### src/design/step_io_pkg.sv
// shared constants and types for the stepper i/o control ends
package step_io_pkg;
    // ---------------------------------------------------------------
    // operating data and positions
    // ---------------------------------------------------------------
    localparam int unsigned DATA_SEL_W = 6;
    localparam int unsigned POS_W = 32;
    localparam int unsigned ENTRY_COUNT = 64;
    localparam int unsigned SPEED_W = 16;
    // ---------------------------------------------------------------
    // timing
    // ---------------------------------------------------------------
    localparam int unsigned CLK_HZ = 100_000_000;
    localparam int unsigned READY_DELAY_US = 10;
    localparam int unsigned READY_DELAY_CYC = READY_DELAY_US * (CLK_HZ / 1_000_000);
    localparam int unsigned STEP_HIGH_CYC = 2;
    localparam int unsigned RAMP_STEP_CYC = 4;
    // ---------------------------------------------------------------
    // excitation sequence: one zero per 10 full steps
    // ---------------------------------------------------------------
    localparam int unsigned PHASE_STEPS_PER_CYCLE = 10;
    localparam logic [3:0] MICROSTEP_RESET = 4'h1;
    // ---------------------------------------------------------------
    // configuration reset values
    // ---------------------------------------------------------------
    typedef enum logic [1:0] {
        STOP_IMMEDIATE,
        STOP_DECEL,
        STOP_IMMEDIATE_RELEASE,
        STOP_DECEL_RELEASE
    } stop_action_type;
    localparam stop_action_type STOP_ACTION_RESET = STOP_DECEL;
    typedef enum logic [2:0] {
        SEL_ZONE,
        SEL_READY,
        SEL_WARNING,
        SEL_ORIGIN_FOUND,
        SEL_EXCITATION_PHASE,
        SEL_ENCODER_INDEX,
        SEL_DEVIATION,
        SEL_REMOTE
    } out_select_type;
    localparam logic STOP_NC_RESET = 1'b1;
    localparam logic RELEASE_NC_RESET = 1'b0;
    localparam logic ORIGIN_NC_RESET = 1'b0;
    localparam logic LIMIT_NC_RESET = 1'b0;
    localparam logic SHARED_IS_LOAD_RESET = 1'b0;
    // ---------------------------------------------------------------
    // alarm causes (the led blinks at one fixed rate for every cause)
    // ---------------------------------------------------------------
    typedef enum logic [2:0] {
        ALARM_NONE,
        ALARM_OVERTRAVEL,
        ALARM_DEVIATION,
        ALARM_OVERVOLTAGE,
        ALARM_COMM,
        ALARM_MEMORY
    } alarm_cause_type;
endpackage

### src/design/step_io_if.sv
// discrete i/o lines between host controller and stepper driver
`timescale 1ns/1ns
interface step_io_if;
    logic start;
    logic stop_line;
    logic winding_release_input;
    logic fault_clear_input;
    logic [step_io_pkg::DATA_SEL_W-1:0] data_select_bits;
    logic plus_jog_input;
    logic minus_jog_input;
    logic origin_or_load;
    logic motion_active;
    logic fault_output;
    logic [3:0] assignable_outputs;
    logic step_pulse_output;
    logic heading;

    modport driver (
        input start, stop_line, winding_release_input, fault_clear_input,
        input data_select_bits, plus_jog_input, minus_jog_input, origin_or_load,
        output motion_active, fault_output, assignable_outputs,
        output step_pulse_output, heading
    );
    modport host (
        output start, stop_line, winding_release_input, fault_clear_input,
        output data_select_bits, plus_jog_input, minus_jog_input, origin_or_load,
        input motion_active, fault_output, assignable_outputs,
        input step_pulse_output, heading
    );
endinterface

### src/design/pin_sync.sv
// two flip-flop synchroniser for a group of pins
`timescale 1ns/1ns
module pin_sync #(
    parameter int unsigned W = 1
) (
    input wire logic clk_i,
    input wire logic rstn_i,
    input wire logic [W-1:0] d_i,
    output logic [W-1:0] q_o
);
    typedef struct packed {
        logic [W-1:0] meta;
        logic [W-1:0] sync;
    } state_type;
    state_type s_q, s_d;

    always_comb begin
        s_d = s_q;
        s_d.meta = d_i;
        s_d.sync = s_q.meta;
        if (!rstn_i) begin
            s_d = '0;
        end
    end

    always_ff @(posedge clk_i) begin
        s_q <= s_d;
    end

    assign q_o = s_q.sync;
endmodule

### src/design/step_driver.sv
// driver end: discrete i/o control of the microstep driver
//
// Overview of operation
// - start rising edge launches positioning move
// - four selectable stop actions, decel default
// - stop polarity selectable; run state permits motion
// - winding release cuts current while active
// - fault clear clears alarms except latched ones
// - six select bits choose operating entry
// - jog inputs run continuously plus or minus
// - shared input: origin seek or position load
// - position load copies command position to preset
// - origin sensor ends seek; selectable polarities
// - seek reverses away from detected limit
// - limit during move raises overtravel alarm
// - motion active during any motor operation
// - four outputs mapped to selectable signals
// - zone asserted between two boundaries
// - ready after start-up with stop run
// - origin found after seek completes
// - excitation phase on at step zero
// - encoder index output pulses one cycle on index input rising edge
// - deviation output at encoder difference limit
// - alarm drops fault output, blinks, stops
// - step pulse and heading mirror internal commands
`timescale 1ns/1ns
module step_driver #(
    parameter int unsigned READY_DELAY = step_io_pkg::READY_DELAY_CYC,
    parameter int unsigned DEV_LIMIT = 100
) (
    input wire logic clk_i,
    input wire logic rstn_i,
    step_io_if.driver io,
    input wire logic origin_sensor_i,
    input wire logic plus_travel_limit_i,
    input wire logic minus_travel_limit_i,
    input wire logic encoder_index_phase_input_i,
    input wire logic signed [step_io_pkg::POS_W-1:0] encoder_count_i,
    input wire logic [step_io_pkg::SPEED_W-1:0] entry_speed_i,
    input wire logic signed [step_io_pkg::POS_W-1:0] entry_travel_i,
    input wire step_io_pkg::stop_action_type stop_action_i,
    input wire logic stop_nc_i,
    input wire logic release_nc_i,
    input wire logic origin_nc_i,
    input wire logic limit_nc_i,
    input wire logic shared_is_load_i,
    input wire logic [3:0] microsteps_i,
    input wire logic signed [step_io_pkg::POS_W-1:0] zone_low_i,
    input wire logic signed [step_io_pkg::POS_W-1:0] zone_high_i,
    input wire logic [3:0][2:0] out_select_i,
    input wire logic warning_i,
    input wire logic remote_general_output_i,
    input wire logic overvoltage_i,
    input wire logic comm_error_i,
    input wire logic memory_error_i,
    output logic [step_io_pkg::DATA_SEL_W-1:0] entry_index_o,
    output logic winding_energised_o,
    output logic signed [step_io_pkg::POS_W-1:0] preset_position_o,
    output logic signed [step_io_pkg::POS_W-1:0] command_position_o,
    output step_io_pkg::alarm_cause_type alarm_cause_o,
    output logic alarm_led_o
);
    localparam int unsigned PW = step_io_pkg::POS_W;
    typedef enum logic [2:0] {IDLE, MOVE, JOG_P, JOG_N, SEEK, DECEL} mode_type;
    typedef struct packed {
        logic [31:0] ready_cnt;
        logic ready;
        mode_type mode;
        logic dir;
        logic [PW-1:0] remaining;
        logic [step_io_pkg::SPEED_W-1:0] div_cnt;
        logic [7:0] ramp;
        logic step;
        logic signed [PW-1:0] cmd_pos;
        logic signed [PW-1:0] preset;
        logic [7:0] phase_cnt;
        logic energised;
        logic release_after;
        logic origin_found;
        step_io_pkg::alarm_cause_type cause;
        logic [25:0] blink_cnt;
        logic led;
        logic start_prev;
        logic shared_prev;
        logic idx_prev;
        logic index_flag;
        logic [3:0] outs;
        logic fault_n;
        logic moving;
    } state_type;
    state_type s_q, s_d;

    logic [10:0] pins;
    logic [10:0] pins_s;
    assign pins = {io.start, io.stop_line, io.winding_release_input, io.fault_clear_input,
                   io.plus_jog_input, io.minus_jog_input, io.origin_or_load,
                   origin_sensor_i, plus_travel_limit_i, minus_travel_limit_i,
                   encoder_index_phase_input_i};
    logic [5:0] sel_s;

    pin_sync #(.W(11)) u_sync (
        .clk_i(clk_i), .rstn_i(rstn_i), .d_i(pins), .q_o(pins_s)
    );
    pin_sync #(.W(6)) u_sync_sel (
        .clk_i(clk_i), .rstn_i(rstn_i), .d_i(io.data_select_bits), .q_o(sel_s)
    );

    logic run_ok, release_on, origin_hit, plim, nlim, start_rise, shared_rise;
    logic any_lim, step_tick, phase_zero, zone, deviation;
    logic signed [PW-1:0] dev;
    logic [7:0] ph_period;

    always_comb begin
        run_ok = stop_nc_i ? pins_s[9] : !pins_s[9];
        release_on = pins_s[8] ^ release_nc_i;
        origin_hit = pins_s[3] ^ origin_nc_i;
        plim = pins_s[2] ^ limit_nc_i;
        nlim = pins_s[1] ^ limit_nc_i;
        any_lim = plim | nlim;
        start_rise = pins_s[10] & !s_q.start_prev;
        shared_rise = pins_s[4] & !s_q.shared_prev;
        step_tick = (s_q.div_cnt == '0) && (s_q.mode != IDLE);
        ph_period = 8'(step_io_pkg::PHASE_STEPS_PER_CYCLE * microsteps_i);
        phase_zero = (s_q.phase_cnt == 8'h00);
        zone = (s_q.cmd_pos >= zone_low_i) && (s_q.cmd_pos <= zone_high_i);
        dev = encoder_count_i - s_q.cmd_pos;
        deviation = ((dev < 0) ? -dev : dev) >= PW'(DEV_LIMIT);
    end

    function automatic logic pick(input logic [2:0] sel, input logic [7:0] src);
        pick = src[sel];
    endfunction

    always_comb begin
        s_d = s_q;
        s_d.start_prev = pins_s[10];
        s_d.shared_prev = pins_s[4];
        s_d.idx_prev = pins_s[0];
        s_d.step = 1'b0;
        s_d.index_flag = pins_s[0] & !s_q.idx_prev;
        // ready after start-up delay with stop in run state
        if (s_q.ready_cnt != READY_DELAY) begin
            s_d.ready_cnt = s_q.ready_cnt + 32'h1;
        end
        s_d.ready = (s_q.ready_cnt == READY_DELAY) && run_ok
                    && (s_q.cause == step_io_pkg::ALARM_NONE);
        // step rate divider
        if (s_q.mode != IDLE) begin
            s_d.div_cnt = (s_q.div_cnt == '0) ? entry_speed_i : s_q.div_cnt - 1'b1;
        end
        if (step_tick) begin
            s_d.step = 1'b1;
            s_d.cmd_pos = s_q.dir ? s_q.cmd_pos + 1 : s_q.cmd_pos - 1;
            s_d.phase_cnt = (s_q.phase_cnt + 8'h01 >= ph_period) ? 8'h00
                            : s_q.phase_cnt + 8'h01;
            if (s_q.remaining != '0) begin
                s_d.remaining = s_q.remaining - 1'b1;
            end
            if (s_q.ramp != '0) begin
                s_d.ramp = s_q.ramp - 8'h01;
            end
        end
        case (s_q.mode)
            IDLE: begin
                s_d.div_cnt = '0;
                if (s_q.ready && s_q.energised) begin
                    if (start_rise) begin
                        s_d.mode = MOVE;
                        s_d.dir = !entry_travel_i[PW-1];
                        s_d.remaining = entry_travel_i[PW-1] ? -entry_travel_i : entry_travel_i;
                    end else if (pins_s[6]) begin
                        s_d.mode = JOG_P;
                        s_d.dir = 1'b1;
                    end else if (pins_s[5]) begin
                        s_d.mode = JOG_N;
                        s_d.dir = 1'b0;
                    end else if (shared_rise && !shared_is_load_i) begin
                        s_d.mode = SEEK;
                        s_d.dir = 1'b0;
                        s_d.origin_found = 1'b0;
                    end
                end
            end
            MOVE: begin
                if (s_q.remaining == '0 || (step_tick && s_q.remaining == 1)) begin
                    s_d.mode = IDLE;
                end
            end
            JOG_P: if (!pins_s[6]) s_d.mode = IDLE;
            JOG_N: if (!pins_s[5]) s_d.mode = IDLE;
            SEEK: begin
                if (origin_hit) begin
                    s_d.mode = IDLE;
                    s_d.origin_found = 1'b1;
                end else if (plim) begin
                    s_d.dir = 1'b0;
                end else if (nlim) begin
                    s_d.dir = 1'b1;
                end
            end
            DECEL: if (s_q.ramp == '0) s_d.mode = IDLE;
            default: s_d.mode = IDLE;
        endcase
        // stop request, overtravel and alarms
        if (s_q.mode != IDLE && !run_ok) begin
            s_d.release_after = stop_action_i[1];
            if (stop_action_i == step_io_pkg::STOP_DECEL
                || stop_action_i == step_io_pkg::STOP_DECEL_RELEASE) begin
                if (s_q.mode != DECEL) begin
                    s_d.mode = DECEL;
                    s_d.ramp = 8'(step_io_pkg::RAMP_STEP_CYC);
                end
            end else begin
                s_d.mode = IDLE;
            end
        end
        if (s_q.release_after && s_q.mode == IDLE) begin
            s_d.energised = 1'b0;
            s_d.release_after = 1'b0;
        end
        if (s_q.mode != IDLE && s_q.mode != SEEK && any_lim
            && s_q.cause == step_io_pkg::ALARM_NONE) begin
            s_d.cause = step_io_pkg::ALARM_OVERTRAVEL;
        end
        if (s_q.mode != IDLE && deviation && s_q.cause == step_io_pkg::ALARM_NONE) begin
            s_d.cause = step_io_pkg::ALARM_DEVIATION;
        end
        if (shared_rise && shared_is_load_i) begin
            s_d.preset = s_q.cmd_pos;
        end
        if (pins_s[7] && s_q.cause != step_io_pkg::ALARM_OVERVOLTAGE
            && s_q.cause != step_io_pkg::ALARM_COMM
            && s_q.cause != step_io_pkg::ALARM_MEMORY && !any_lim) begin
            s_d.cause = step_io_pkg::ALARM_NONE;
        end
        if (overvoltage_i) s_d.cause = step_io_pkg::ALARM_OVERVOLTAGE;
        if (comm_error_i) s_d.cause = step_io_pkg::ALARM_COMM;
        if (memory_error_i) s_d.cause = step_io_pkg::ALARM_MEMORY;
        if (s_d.cause != step_io_pkg::ALARM_NONE) begin
            s_d.mode = IDLE;
        end
        if (release_on) begin
            s_d.energised = 1'b0;
            s_d.mode = IDLE;
        end else if (!s_q.release_after && s_q.cause == step_io_pkg::ALARM_NONE
                     && !(s_q.mode == IDLE && !s_q.energised && !run_ok)) begin
            s_d.energised = 1'b1;
        end
        // alarm indicator blink
        s_d.blink_cnt = s_q.blink_cnt + 26'h1;
        s_d.led = (s_q.cause != step_io_pkg::ALARM_NONE) && s_q.blink_cnt[25];
        s_d.fault_n = (s_d.cause == step_io_pkg::ALARM_NONE);
        s_d.moving = (s_d.mode != IDLE) || s_d.step;
        for (int i = 0; i < 4; i++) begin
            s_d.outs[i] = pick(out_select_i[i], {remote_general_output_i, deviation,
                          s_q.index_flag, phase_zero, s_q.origin_found, warning_i,
                          s_q.ready, zone});
        end
        if (!rstn_i) begin
            s_d = '0;
            s_d.mode = IDLE;
            s_d.energised = 1'b1;
            s_d.cause = step_io_pkg::ALARM_NONE;
            s_d.phase_cnt = 8'h00;
        end
    end

    always_ff @(posedge clk_i) begin
        s_q <= s_d;
    end

    assign io.motion_active = s_q.moving;
    assign io.fault_output = s_q.fault_n;
    assign io.assignable_outputs = s_q.outs;
    assign io.step_pulse_output = s_q.step;
    assign io.heading = s_q.dir;
    assign entry_index_o = sel_s;
    assign winding_energised_o = s_q.energised;
    assign preset_position_o = s_q.preset;
    assign command_position_o = s_q.cmd_pos;
    assign alarm_cause_o = s_q.cause;
    assign alarm_led_o = s_q.led;
endmodule

### src/flat_wrapper.sv
// flat-port wrapper written by rule: the top's interface ports become plain ports
module step_driver_flat 
#(
    parameter int unsigned READY_DELAY = step_io_pkg::READY_DELAY_CYC,
    parameter int unsigned DEV_LIMIT = 100
)
  (clk_i, rstn_i, origin_sensor_i, plus_travel_limit_i, minus_travel_limit_i, encoder_index_phase_input_i, encoder_count_i, entry_speed_i, entry_travel_i, stop_action_i, stop_nc_i, release_nc_i, origin_nc_i, limit_nc_i, shared_is_load_i, microsteps_i, zone_low_i, zone_high_i, out_select_i, warning_i, remote_general_output_i, overvoltage_i, comm_error_i, memory_error_i, entry_index_o, winding_energised_o, preset_position_o, command_position_o, alarm_cause_o, alarm_led_o, io_start, io_stop_line, io_winding_release_input, io_fault_clear_input, io_data_select_bits, io_plus_jog_input, io_minus_jog_input, io_origin_or_load, io_motion_active, io_fault_output, io_assignable_outputs, io_step_pulse_output, io_heading);
  step_io_if io_i ();
  input wire logic clk_i;
  input wire logic rstn_i;
  input wire logic origin_sensor_i;
  input wire logic plus_travel_limit_i;
  input wire logic minus_travel_limit_i;
  input wire logic encoder_index_phase_input_i;
  input wire logic signed [step_io_pkg::POS_W-1:0] encoder_count_i;
  input wire logic [step_io_pkg::SPEED_W-1:0] entry_speed_i;
  input wire logic signed [step_io_pkg::POS_W-1:0] entry_travel_i;
  input wire step_io_pkg::stop_action_type stop_action_i;
  input wire logic stop_nc_i;
  input wire logic release_nc_i;
  input wire logic origin_nc_i;
  input wire logic limit_nc_i;
  input wire logic shared_is_load_i;
  input wire logic [3:0] microsteps_i;
  input wire logic signed [step_io_pkg::POS_W-1:0] zone_low_i;
  input wire logic signed [step_io_pkg::POS_W-1:0] zone_high_i;
  input wire logic [3:0][2:0] out_select_i;
  input wire logic warning_i;
  input wire logic remote_general_output_i;
  input wire logic overvoltage_i;
  input wire logic comm_error_i;
  input wire logic memory_error_i;
  output logic [step_io_pkg::DATA_SEL_W-1:0] entry_index_o;
  output logic winding_energised_o;
  output logic signed [step_io_pkg::POS_W-1:0] preset_position_o;
  output logic signed [step_io_pkg::POS_W-1:0] command_position_o;
  output step_io_pkg::alarm_cause_type alarm_cause_o;
  output logic alarm_led_o;
  input wire logic [$bits(io_i.start)-1:0] io_start;
  input wire logic [$bits(io_i.stop_line)-1:0] io_stop_line;
  input wire logic [$bits(io_i.winding_release_input)-1:0] io_winding_release_input;
  input wire logic [$bits(io_i.fault_clear_input)-1:0] io_fault_clear_input;
  input wire logic [$bits(io_i.data_select_bits)-1:0] io_data_select_bits;
  input wire logic [$bits(io_i.plus_jog_input)-1:0] io_plus_jog_input;
  input wire logic [$bits(io_i.minus_jog_input)-1:0] io_minus_jog_input;
  input wire logic [$bits(io_i.origin_or_load)-1:0] io_origin_or_load;
  output wire logic [$bits(io_i.motion_active)-1:0] io_motion_active;
  output wire logic [$bits(io_i.fault_output)-1:0] io_fault_output;
  output wire logic [$bits(io_i.assignable_outputs)-1:0] io_assignable_outputs;
  output wire logic [$bits(io_i.step_pulse_output)-1:0] io_step_pulse_output;
  output wire logic [$bits(io_i.heading)-1:0] io_heading;
  assign io_i.start = io_start;
  assign io_i.stop_line = io_stop_line;
  assign io_i.winding_release_input = io_winding_release_input;
  assign io_i.fault_clear_input = io_fault_clear_input;
  assign io_i.data_select_bits = io_data_select_bits;
  assign io_i.plus_jog_input = io_plus_jog_input;
  assign io_i.minus_jog_input = io_minus_jog_input;
  assign io_i.origin_or_load = io_origin_or_load;
  assign io_motion_active = io_i.motion_active;
  assign io_fault_output = io_i.fault_output;
  assign io_assignable_outputs = io_i.assignable_outputs;
  assign io_step_pulse_output = io_i.step_pulse_output;
  assign io_heading = io_i.heading;
  step_driver #(.READY_DELAY(READY_DELAY), .DEV_LIMIT(DEV_LIMIT)) u_core (.clk_i(clk_i), .rstn_i(rstn_i), .io(io_i), .origin_sensor_i(origin_sensor_i), .plus_travel_limit_i(plus_travel_limit_i), .minus_travel_limit_i(minus_travel_limit_i), .encoder_index_phase_input_i(encoder_index_phase_input_i), .encoder_count_i(encoder_count_i), .entry_speed_i(entry_speed_i), .entry_travel_i(entry_travel_i), .stop_action_i(stop_action_i), .stop_nc_i(stop_nc_i), .release_nc_i(release_nc_i), .origin_nc_i(origin_nc_i), .limit_nc_i(limit_nc_i), .shared_is_load_i(shared_is_load_i), .microsteps_i(microsteps_i), .zone_low_i(zone_low_i), .zone_high_i(zone_high_i), .out_select_i(out_select_i), .warning_i(warning_i), .remote_general_output_i(remote_general_output_i), .overvoltage_i(overvoltage_i), .comm_error_i(comm_error_i), .memory_error_i(memory_error_i), .entry_index_o(entry_index_o), .winding_energised_o(winding_energised_o), .preset_position_o(preset_position_o), .command_position_o(command_position_o), .alarm_cause_o(alarm_cause_o), .alarm_led_o(alarm_led_o));
endmodule
### config.mk
export PLATFORM = sky130hd
export DESIGN_NAME = step_driver_flat
export DESIGN_NICKNAME = d
export VERILOG_FILES = /design/src/design/step_io_pkg.sv /design/src/design/step_io_if.sv /design/src/design/pin_sync.sv /design/src/design/step_driver.sv /design/src/flat_wrapper.sv
export SDC_FILE = /design/constraint.sdc
export NUM_CORES = 1
export LEC_CHECK = 0
export BUFFER_PORTS_ARGS = -buffer_cell sky130_fd_sc_hd__buf_4
export CAP_MARGIN = 5
export CELL_PAD_IN_SITES_DETAIL_PLACEMENT = 1
export CELL_PAD_IN_SITES_GLOBAL_PLACEMENT = 2
export CORE_MARGIN = 10
export CORE_UTILIZATION = 34
export CTS_CLUSTER_SIZE = 24
export DETAILED_ROUTE_END_ITERATION = 8
export PLACE_DENSITY_LB_ADDON = 0.15
export RECOVER_POWER = 25
export SYNTH_ARGS = -nofsm -noshare
export SYNTH_HDL_FRONTEND = slang
export SYNTH_SLANG_ARGS = --single-unit
export TNS_END_PERCENT = 30
### constraint.sdc
create_clock -name clk_i -period 5.7 [get_ports clk_i]
set_input_delay 0.285 -clock clk_i [delete_from_list [all_inputs] [get_ports clk_i]]
set_output_delay 0.285 -clock clk_i [all_outputs]
set_load 0.02 [all_outputs]
* Word level (Yosys, flattened, before mapping)
Cells that the tools add are included.
** Storage, ports and cells
- Word-level logic and storage cells :: 200
- Register bits after elaboration :: 243
- Bits in latches :: 0
- RAM bits :: 0
- Memories kept :: 0
- Bits in read-only memories :: 0
** Operators by class
- Bitwise logic cells :: 9
- $lt $le $gt $ge :: 9
- Divide/modulo/power cells :: 0
- Shifts and indexed selects :: 0
- Mux-type cells :: 61
- Eq/ne operators :: 24
- Reduce and logical (&&, ||, !) cells :: 57
- Multiply operators :: 1
- $add $sub $neg :: 11
** Operators with widths (number)
- 2-to-1 mux 32 bit :: 6
- negator 32 bit :: 2
- 2-to-1 mux 3 bit :: 16
- 2-to-1 mux 48 bit :: 1
- 2-to-1 mux 41 bit :: 1
- 2-to-1 mux 8 bit :: 5
- 2-to-1 mux 36 bit :: 1
- adder 32 x 1 -> 32 bit, second input constant :: 1
- adder 32 x 2 -> 32 bit, second input constant :: 1
- equality test 32 x 1 -> 1 bit, second input constant :: 1
- equality test 32 x 10 -> 1 bit, second input constant :: 1
- >= comparator 32 bit :: 1
- >= comparator 32 x 7 -> 1 bit, second input constant :: 1
- <= comparator 32 bit :: 1
- logical NOT 32 bit :: 1
- less-than comparator 32 x 1 -> 1 bit, second input constant :: 1
- 2-to-1 mux 16 bit :: 2
- inequality test 32 x 10 -> 1 bit, second input constant :: 1
- nonzero test 32 bit :: 1
- subtractor 32 x 1 -> 32 bit, second input constant :: 1
- subtractor 32 x 2 -> 32 bit, second input constant :: 1
- subtractor 32 bit :: 1
- adder 26 x 1 -> 26 bit, second input constant :: 1
- logical AND 1 bit :: 24
- 38 further kinds :: 99

* Longest topological paths before layout
- Depth in word-level cells :: 16
- Mapped depth :: 19
- Depth with buffers taken out :: 18

* By module
From an unflattened synthesis, not the netlist that was laid out.
** Unflattened totals
- Cells, all modules :: 2351
- Area total of the unflattened synthesis :: 18128.6 µm²
** Modules (own cells, without submodules)
- step_driver :: times used 1, cells each 2263, area an instance 17043.8 µm², seq. area each 4184.0 µm²
- pin_sync at u_core.u_sync :: times used 1, cells each 57, area an instance 703.2 µm², seq. area each 440.4 µm²
- pin_sync at u_core.u_sync_sel :: times used 1, cells each 31, area an instance 381.6 µm², seq. area each 240.2 µm²

* Worst setup path after synthesis
Ideal clock, no wire load.
- Path kind :: flip-flop to flip-flop
- Start point :: register u_core.s_q, in the netlist u_core.command_position_o[0]
- End point :: register u_core.s_q, in the netlist u_core.io.assignable_outputs[0]
- Cell stages (with the launch flop) :: 18
- Arrival time :: 4.603 ns
- Path slack :: 0.977 ns
- Library setup time :: 0.120 ns
- Clock period less this slack :: 4.723 ns
- Cells stage by stage :: dfxtp_1 > ha_1 > inv_1 > fa_1 > a211oi_2 > o21ai_1 > and3_1 > o21ai_0 > o311ai_1 > or4_4 > or4b_4 > or3_4 > nor4b_1 > o21ai_1 > a211oi_1 > and4_4 > o21ai_1 > a211o_1
** On the way
- Longest elaborated chain between the ends :: 6
- Elaborated cells between the ends (all ways) :: 10
- Classes of those cells :: add/sub: 2; order compare: 4; mux: 3; reduce/logical: 1
** Ends and longest elaborated chain
- start: declaration :: line step_driver.sv:91 : state_type s_q, s_d;
- start signal: assignment :: line step_driver.sv:269 : s_q <= s_d;
- subtractor 32 bit :: line step_driver.sv:126 : dev = encoder_count_i - s_q.cmd_pos;
- negator 32 bit or less-than comparator 32 x 1 -> 1 bit (tied branches) :: line step_driver.sv:127 : deviation = ((dev < 0) ? -dev : dev) >= PW'(DEV_LIMIT);
- 2-to-1 mux 32 bit :: line step_driver.sv:127
- >= comparator 32 x 7 -> 1 bit :: line step_driver.sv:127
- binary-select mux 1 bit (select 3 bit) * :: line step_driver.sv:131 : pick = src[sel];
- 2-to-1 mux 1 bit (not written as such) * :: line step_driver.sv:131
Every way passes the cells marked *; elsewhere a longest branch is shown, timed or not. The select of a mux whose other input is x is not followed.
A chain may end at the register's enable or synchronous reset.

* Worst setup path after layout
- Start point :: register u_core.s_q, in the netlist u_core.command_position_o[0]
- End point :: register u_core.s_q[175] (netlist name)
** On the way
- Longest elaborated chain between the ends :: 14
- Elaborated cells between the ends (all ways) :: 15
- Classes of those cells :: add/sub: 2; order compare: 2; mux: 8; reduce/logical: 3
** Ends and longest elaborated chain
- subtractor 32 bit * :: line step_driver.sv:126
- negator 32 bit or less-than comparator 32 x 1 -> 1 bit (tied branches) :: line step_driver.sv:127
- 2-to-1 mux 32 bit * :: line step_driver.sv:127
- >= comparator 32 x 7 -> 1 bit * :: line step_driver.sv:127
- logical AND 1 bit * (2 in series) :: line step_driver.sv:225 : if (s_q.mode != IDLE && deviation && s_q.cause == step_io_pkg::ALARM_NONE) begin
- 2-to-1 mux 3 bit * :: line step_driver.sv:225
- 2-to-1 mux 3 bit * :: line step_driver.sv:231 : if (pins_s[7] && s_q.cause != step_io_pkg::ALARM_OVERVOLTAGE
- 2-to-1 mux 3 bit * :: line step_driver.sv:236 : if (overvoltage_i) s_d.cause = step_io_pkg::ALARM_OVERVOLTAGE;
- 2-to-1 mux 3 bit * :: line step_driver.sv:237 : if (comm_error_i) s_d.cause = step_io_pkg::ALARM_COMM;
- 2-to-1 mux 3 bit * :: line step_driver.sv:238 : if (memory_error_i) s_d.cause = step_io_pkg::ALARM_MEMORY;
- nonzero test 3 bit * :: line step_driver.sv:239 : if (s_d.cause != step_io_pkg::ALARM_NONE) begin
- 2-to-1 mux 3 bit * :: line step_driver.sv:239
- 2-to-1 mux 3 bit * :: line step_driver.sv:242 : if (release_on) begin
Every way passes the cells marked *; elsewhere a longest branch is shown, timed or not.

==> impl_metrics.toml <==
[status]
status = "finished, violations left"
violations = "max-capacitance violations, max-slew violations"

[routing]
first_pass_iters = 6
vias_per_cell = 5.39
highest_layer = "met5"
drt_iter0_drc = 816
vias = 17400
wl_met3_mm = 2.73
wl_met1_mm = 33.8
wl_met2_mm = 30.3
drc = 0
antenna_left = 0
drt-wirelength-per-cell_um = 21.0
drt_wl_total_mm = 67.9

[clock_tree]
clockRootBuffer = "clkbuf_16"
cts_sinks = 243
cts.reportedPaths.clkPinSlew_ps = 60
cts_buffers = 30
cts_tree = "yes"
clk_path_buf_depth = 3
clkLatencyLatePin_ps = 600
htreeDepth = 1

[finish]
drive_gt1_share_pct = 14.8
areaGrowthSynthToFinish_pct = 19.7
layout.nets = 2869
fin_util_pct = 41.3
fillers = 6225

[grt]
grt_max_degree = 70
antenna_found_initial = 6
grt_pass1_vias = 17800
grt_pass1_wl_mm = 105
track_usage_pct = 20.7
grt_overflow = 0

[floorplanning]
core_um2 = 51700
fp.dieW_um = 249
die_h_um = 249
row_count = 83
initial_core_util_pct = 34.6
dieArea_um2 = 62100
pin_count = 274

[place]
portBuffers = 273
gp_congestion = 0.933
dpl.hpwl_mm = 54.1

[worst_setup_path]
arrival_ps = 5740
path_buf_inv = 1
cp_max_fo = 6
crit_top_cell = "o21ai_1"
max_stage_delay_ps = 600
crit_path_start_kind = "flip-flop"
crit_path_cell_trace = "ha_1 > inv_1 > fa_1 > a211oi_2 > o21ai_1 > and3_1 > o21ai_0 > o311ai_1 > or4_4 > or4b_4 > nor4_1 > nor4b_1 > o21ai_1 > a211oi_1 > nand4_1 > a21oi_2 > and2_1"
worstSetupPathType = "reg -> reg"
slowest_stage = "or4_4"
crit_family = "simple AND/OR/NAND/NOR gates"
required_ps = 6200
cp-end-kind = "flip-flop"

[power_and_ir_drop]
vdd_drop_max_v = 0.000230
power-per-cell-area_nw_per_um2 = 203
p_total_w = 0.00434
leakagePower_nw = 8.90

[synth]
yosysUniqueCellTypes = 89
syn_nets = 2649
yosysWarnings = 0
synth_area_per_cell_um2 = 7.75
synth-seq-cells = 243
synth_ff_type = "dfxtp_1"
synthCells = 2305
synth_edf_count = 0
syn-cell-area_um2 = 17900
ys_seq_area_share_pct = 27.2
async_flop_share_pct = 0

[timing]
timing_hold_violations_final = 0
rsz0062_at_grt = "false"
fmax_ghz = 0.191
holdWs_ps = 23.8
slew_viol_final = 62
tns_ps = 0
worst_pin_slew_ps = 2710
fin_crit_ps = 5240
fin_crit_sh_pct = 91.9
worst_slew_margin_rel_pct = -81.0
skew_ps = 44.8
setup_viol = 0

[job]
max_cap_viol_count = 1

[hold_path]
hold_path.class = "in -> reg"
through the flow:
stage	cell area (um2)	worst slack, ps	cells
floorplan	17900	977	2305
global placement	20300	525	3153
detailed placement	20300	395	3153
CTS	21500	501	3227
global route	21400	65.5	3231
finish	21400	463	3231
worst paths after layout:
kind              slack [ps]         endpoint                         start  cells past startpoint
setup / recovery         460  u_core.s_q[175]  u_core.command_position_o[0]                     17
hold / removal            20  u_core.s_q[124]              entry_speed_i[0]                      3
setup reg to reg         460  u_core.s_q[175]  u_core.command_position_o[0]                     17
hold reg to reg          380    u_core.s_q[6]                 u_core.s_q[7]                      1
layout by cell type (no fill, tap or decap), types with 16 or more instances in the layout:
master,Yosys,layout
nand4_1,39,39
clkbuf_16,0,30
clkbuf_1,73,43
inv_1,143,143
a21o_1,37,37
nor2_1,212,211
and2_1,59,39
a31oi_1,16,16
o31ai_1,17,17
o21a_1,28,28
nor3_1,46,46
xor2_1,77,77
xnor2_1,105,105
buf_4,77,285
and3_1,23,23
o21ai_0,87,87
or3_1,37,37
nand2b_1,27,26
ha_1,150,150
nand3_1,62,62
dfxtp_1,243,243
and2_0,0,20
a211oi_1,57,57
nand2_1,226,226
nor4_1,32,31
nor2b_1,27,27
a21oi_1,160,160
dlygate4sd3_1,0,20
sequential cells by signal (all words and copies together) (netlist names), 3 cells and up:
register                      count
u_core.alarm_cause_o              3
u_core.command_position_o        32
u_core.io.assignable_outputs      4
u_core.preset_position_o         32
u_core.s_q                      132
u_core.u_sync.q_o                11
u_core.u_sync.s_q                11
u_core.u_sync_sel.q_o             6
u_core.u_sync_sel.s_q             6
logic make-up after synthesis:
group	count (synthesis)	synth area share, %
adders and majority gates	153	10.8
DFF	243	27.2
buffers and inverters	300	7.97
and+or+nand+nor	870	24.4
xor gates and xnor gates	182	8.92
muxes	18	1.06
AOI/OAI and AO/OA	539	19.6
worst reg2reg max path, delay by kind of cell, from the launching register on:
family | cells | cell delay (ps)
AND/OR/NAND/NOR | 7 | 2550
AO/OA/AOI/OAI | 7 | 1630
adder cells (fa/ha/maj) | 2 | 610
flip-flops | 1 | 330
buffers and inverters | 1 | 60
power breakdown:
part	internal (W)	total, W	switching (W)
sequential	0.00172	0.00173	0.0000129
combinational	0.000269	0.000634	0.000365
clock	0.00119	0.00197	0.000783
total	0.00318	0.00434	0.00116
area by class of cell:
| type | instances | area [um2] | area share [%] |
|---|---|---|---|
| clock buffer | 46 | 911 | 4.26 |
| sequential | 243 | 4860 | 22.7 |
| timing repair buffer | 343 | 2490 | 11.6 |
| clock inverter | 8 | 121 | 0.568 |
| inverter | 145 | 547 | 2.56 |
| antenna | 4 | 10.0 | 0.0468 |
| tap | 680 | 851 | 3.98 |
| multi-input combinational | 1762 | 11600 | 54.2 |
cells in the mapped netlist (7+ instances only):
library cell | count | area share, %
dfxtp_1 | 243 | 27
nand2_1 | 226 | 4.7
nor2_1 | 212 | 4.5
a21oi_1 | 160 | 4.5
ha_1 | 150 | 11
inv_1 | 143 | 3.0
xnor2_1 | 105 | 5.1
o21ai_0 | 87 | 2.4
buf_4 | 77 | 3.2
xor2_1 | 77 | 3.8
clkbuf_1 | 73 | 1.5
nand3_1 | 62 | 1.7
and2_1 | 59 | 2.1
a211oi_1 | 57 | 2.4
nor3_1 | 46 | 1.3
nand4_1 | 39 | 1.4
a21o_1 | 37 | 1.6
or3_1 | 37 | 1.3
nor4_1 | 32 | 1.1
o21a_1 | 28 | 1.2
nand2b_1 | 27 | 0.95
nor2b_1 | 27 | 0.95
and3_1 | 23 | 0.81
o31ai_1 | 17 | 0.71
a31oi_1 | 16 | 0.56
o21ai_1 | 15 | 0.42
a311oi_1 | 13 | 0.64
o211ai_1 | 13 | 0.55
mux2i_1 | 11 | 0.62
or2_2 | 11 | 0.39
a22oi_1 | 10 | 0.42
or4_1 | 10 | 0.42
nor3b_1 | 9 | 0.38
nand3b_1 | 8 | 0.34
nor4b_1 | 8 | 0.39
o21bai_1 | 8 | 0.34
o41ai_1 | 8 | 0.39
and4_1 | 7 | 0.34
mux2_2 | 7 | 0.44
o22ai_1 | 7 | 0.25
routing by layer:
metal	vias to the layer above	track usage, %
li1	8524	-
met1	8542	29.2
met2	287	32.7
met3	61	3.30
met4	2	4.13
met5	-	0
repair_timing:
action,in CTS,in global routing
hold endpoints to repair,20,0
buffers inserted,0,0
gates resized for setup,0,0
hold buffers,20,0
endpoints found under the setup margin,0,0
No activity file was read; power rests on OpenSTA's default activity.
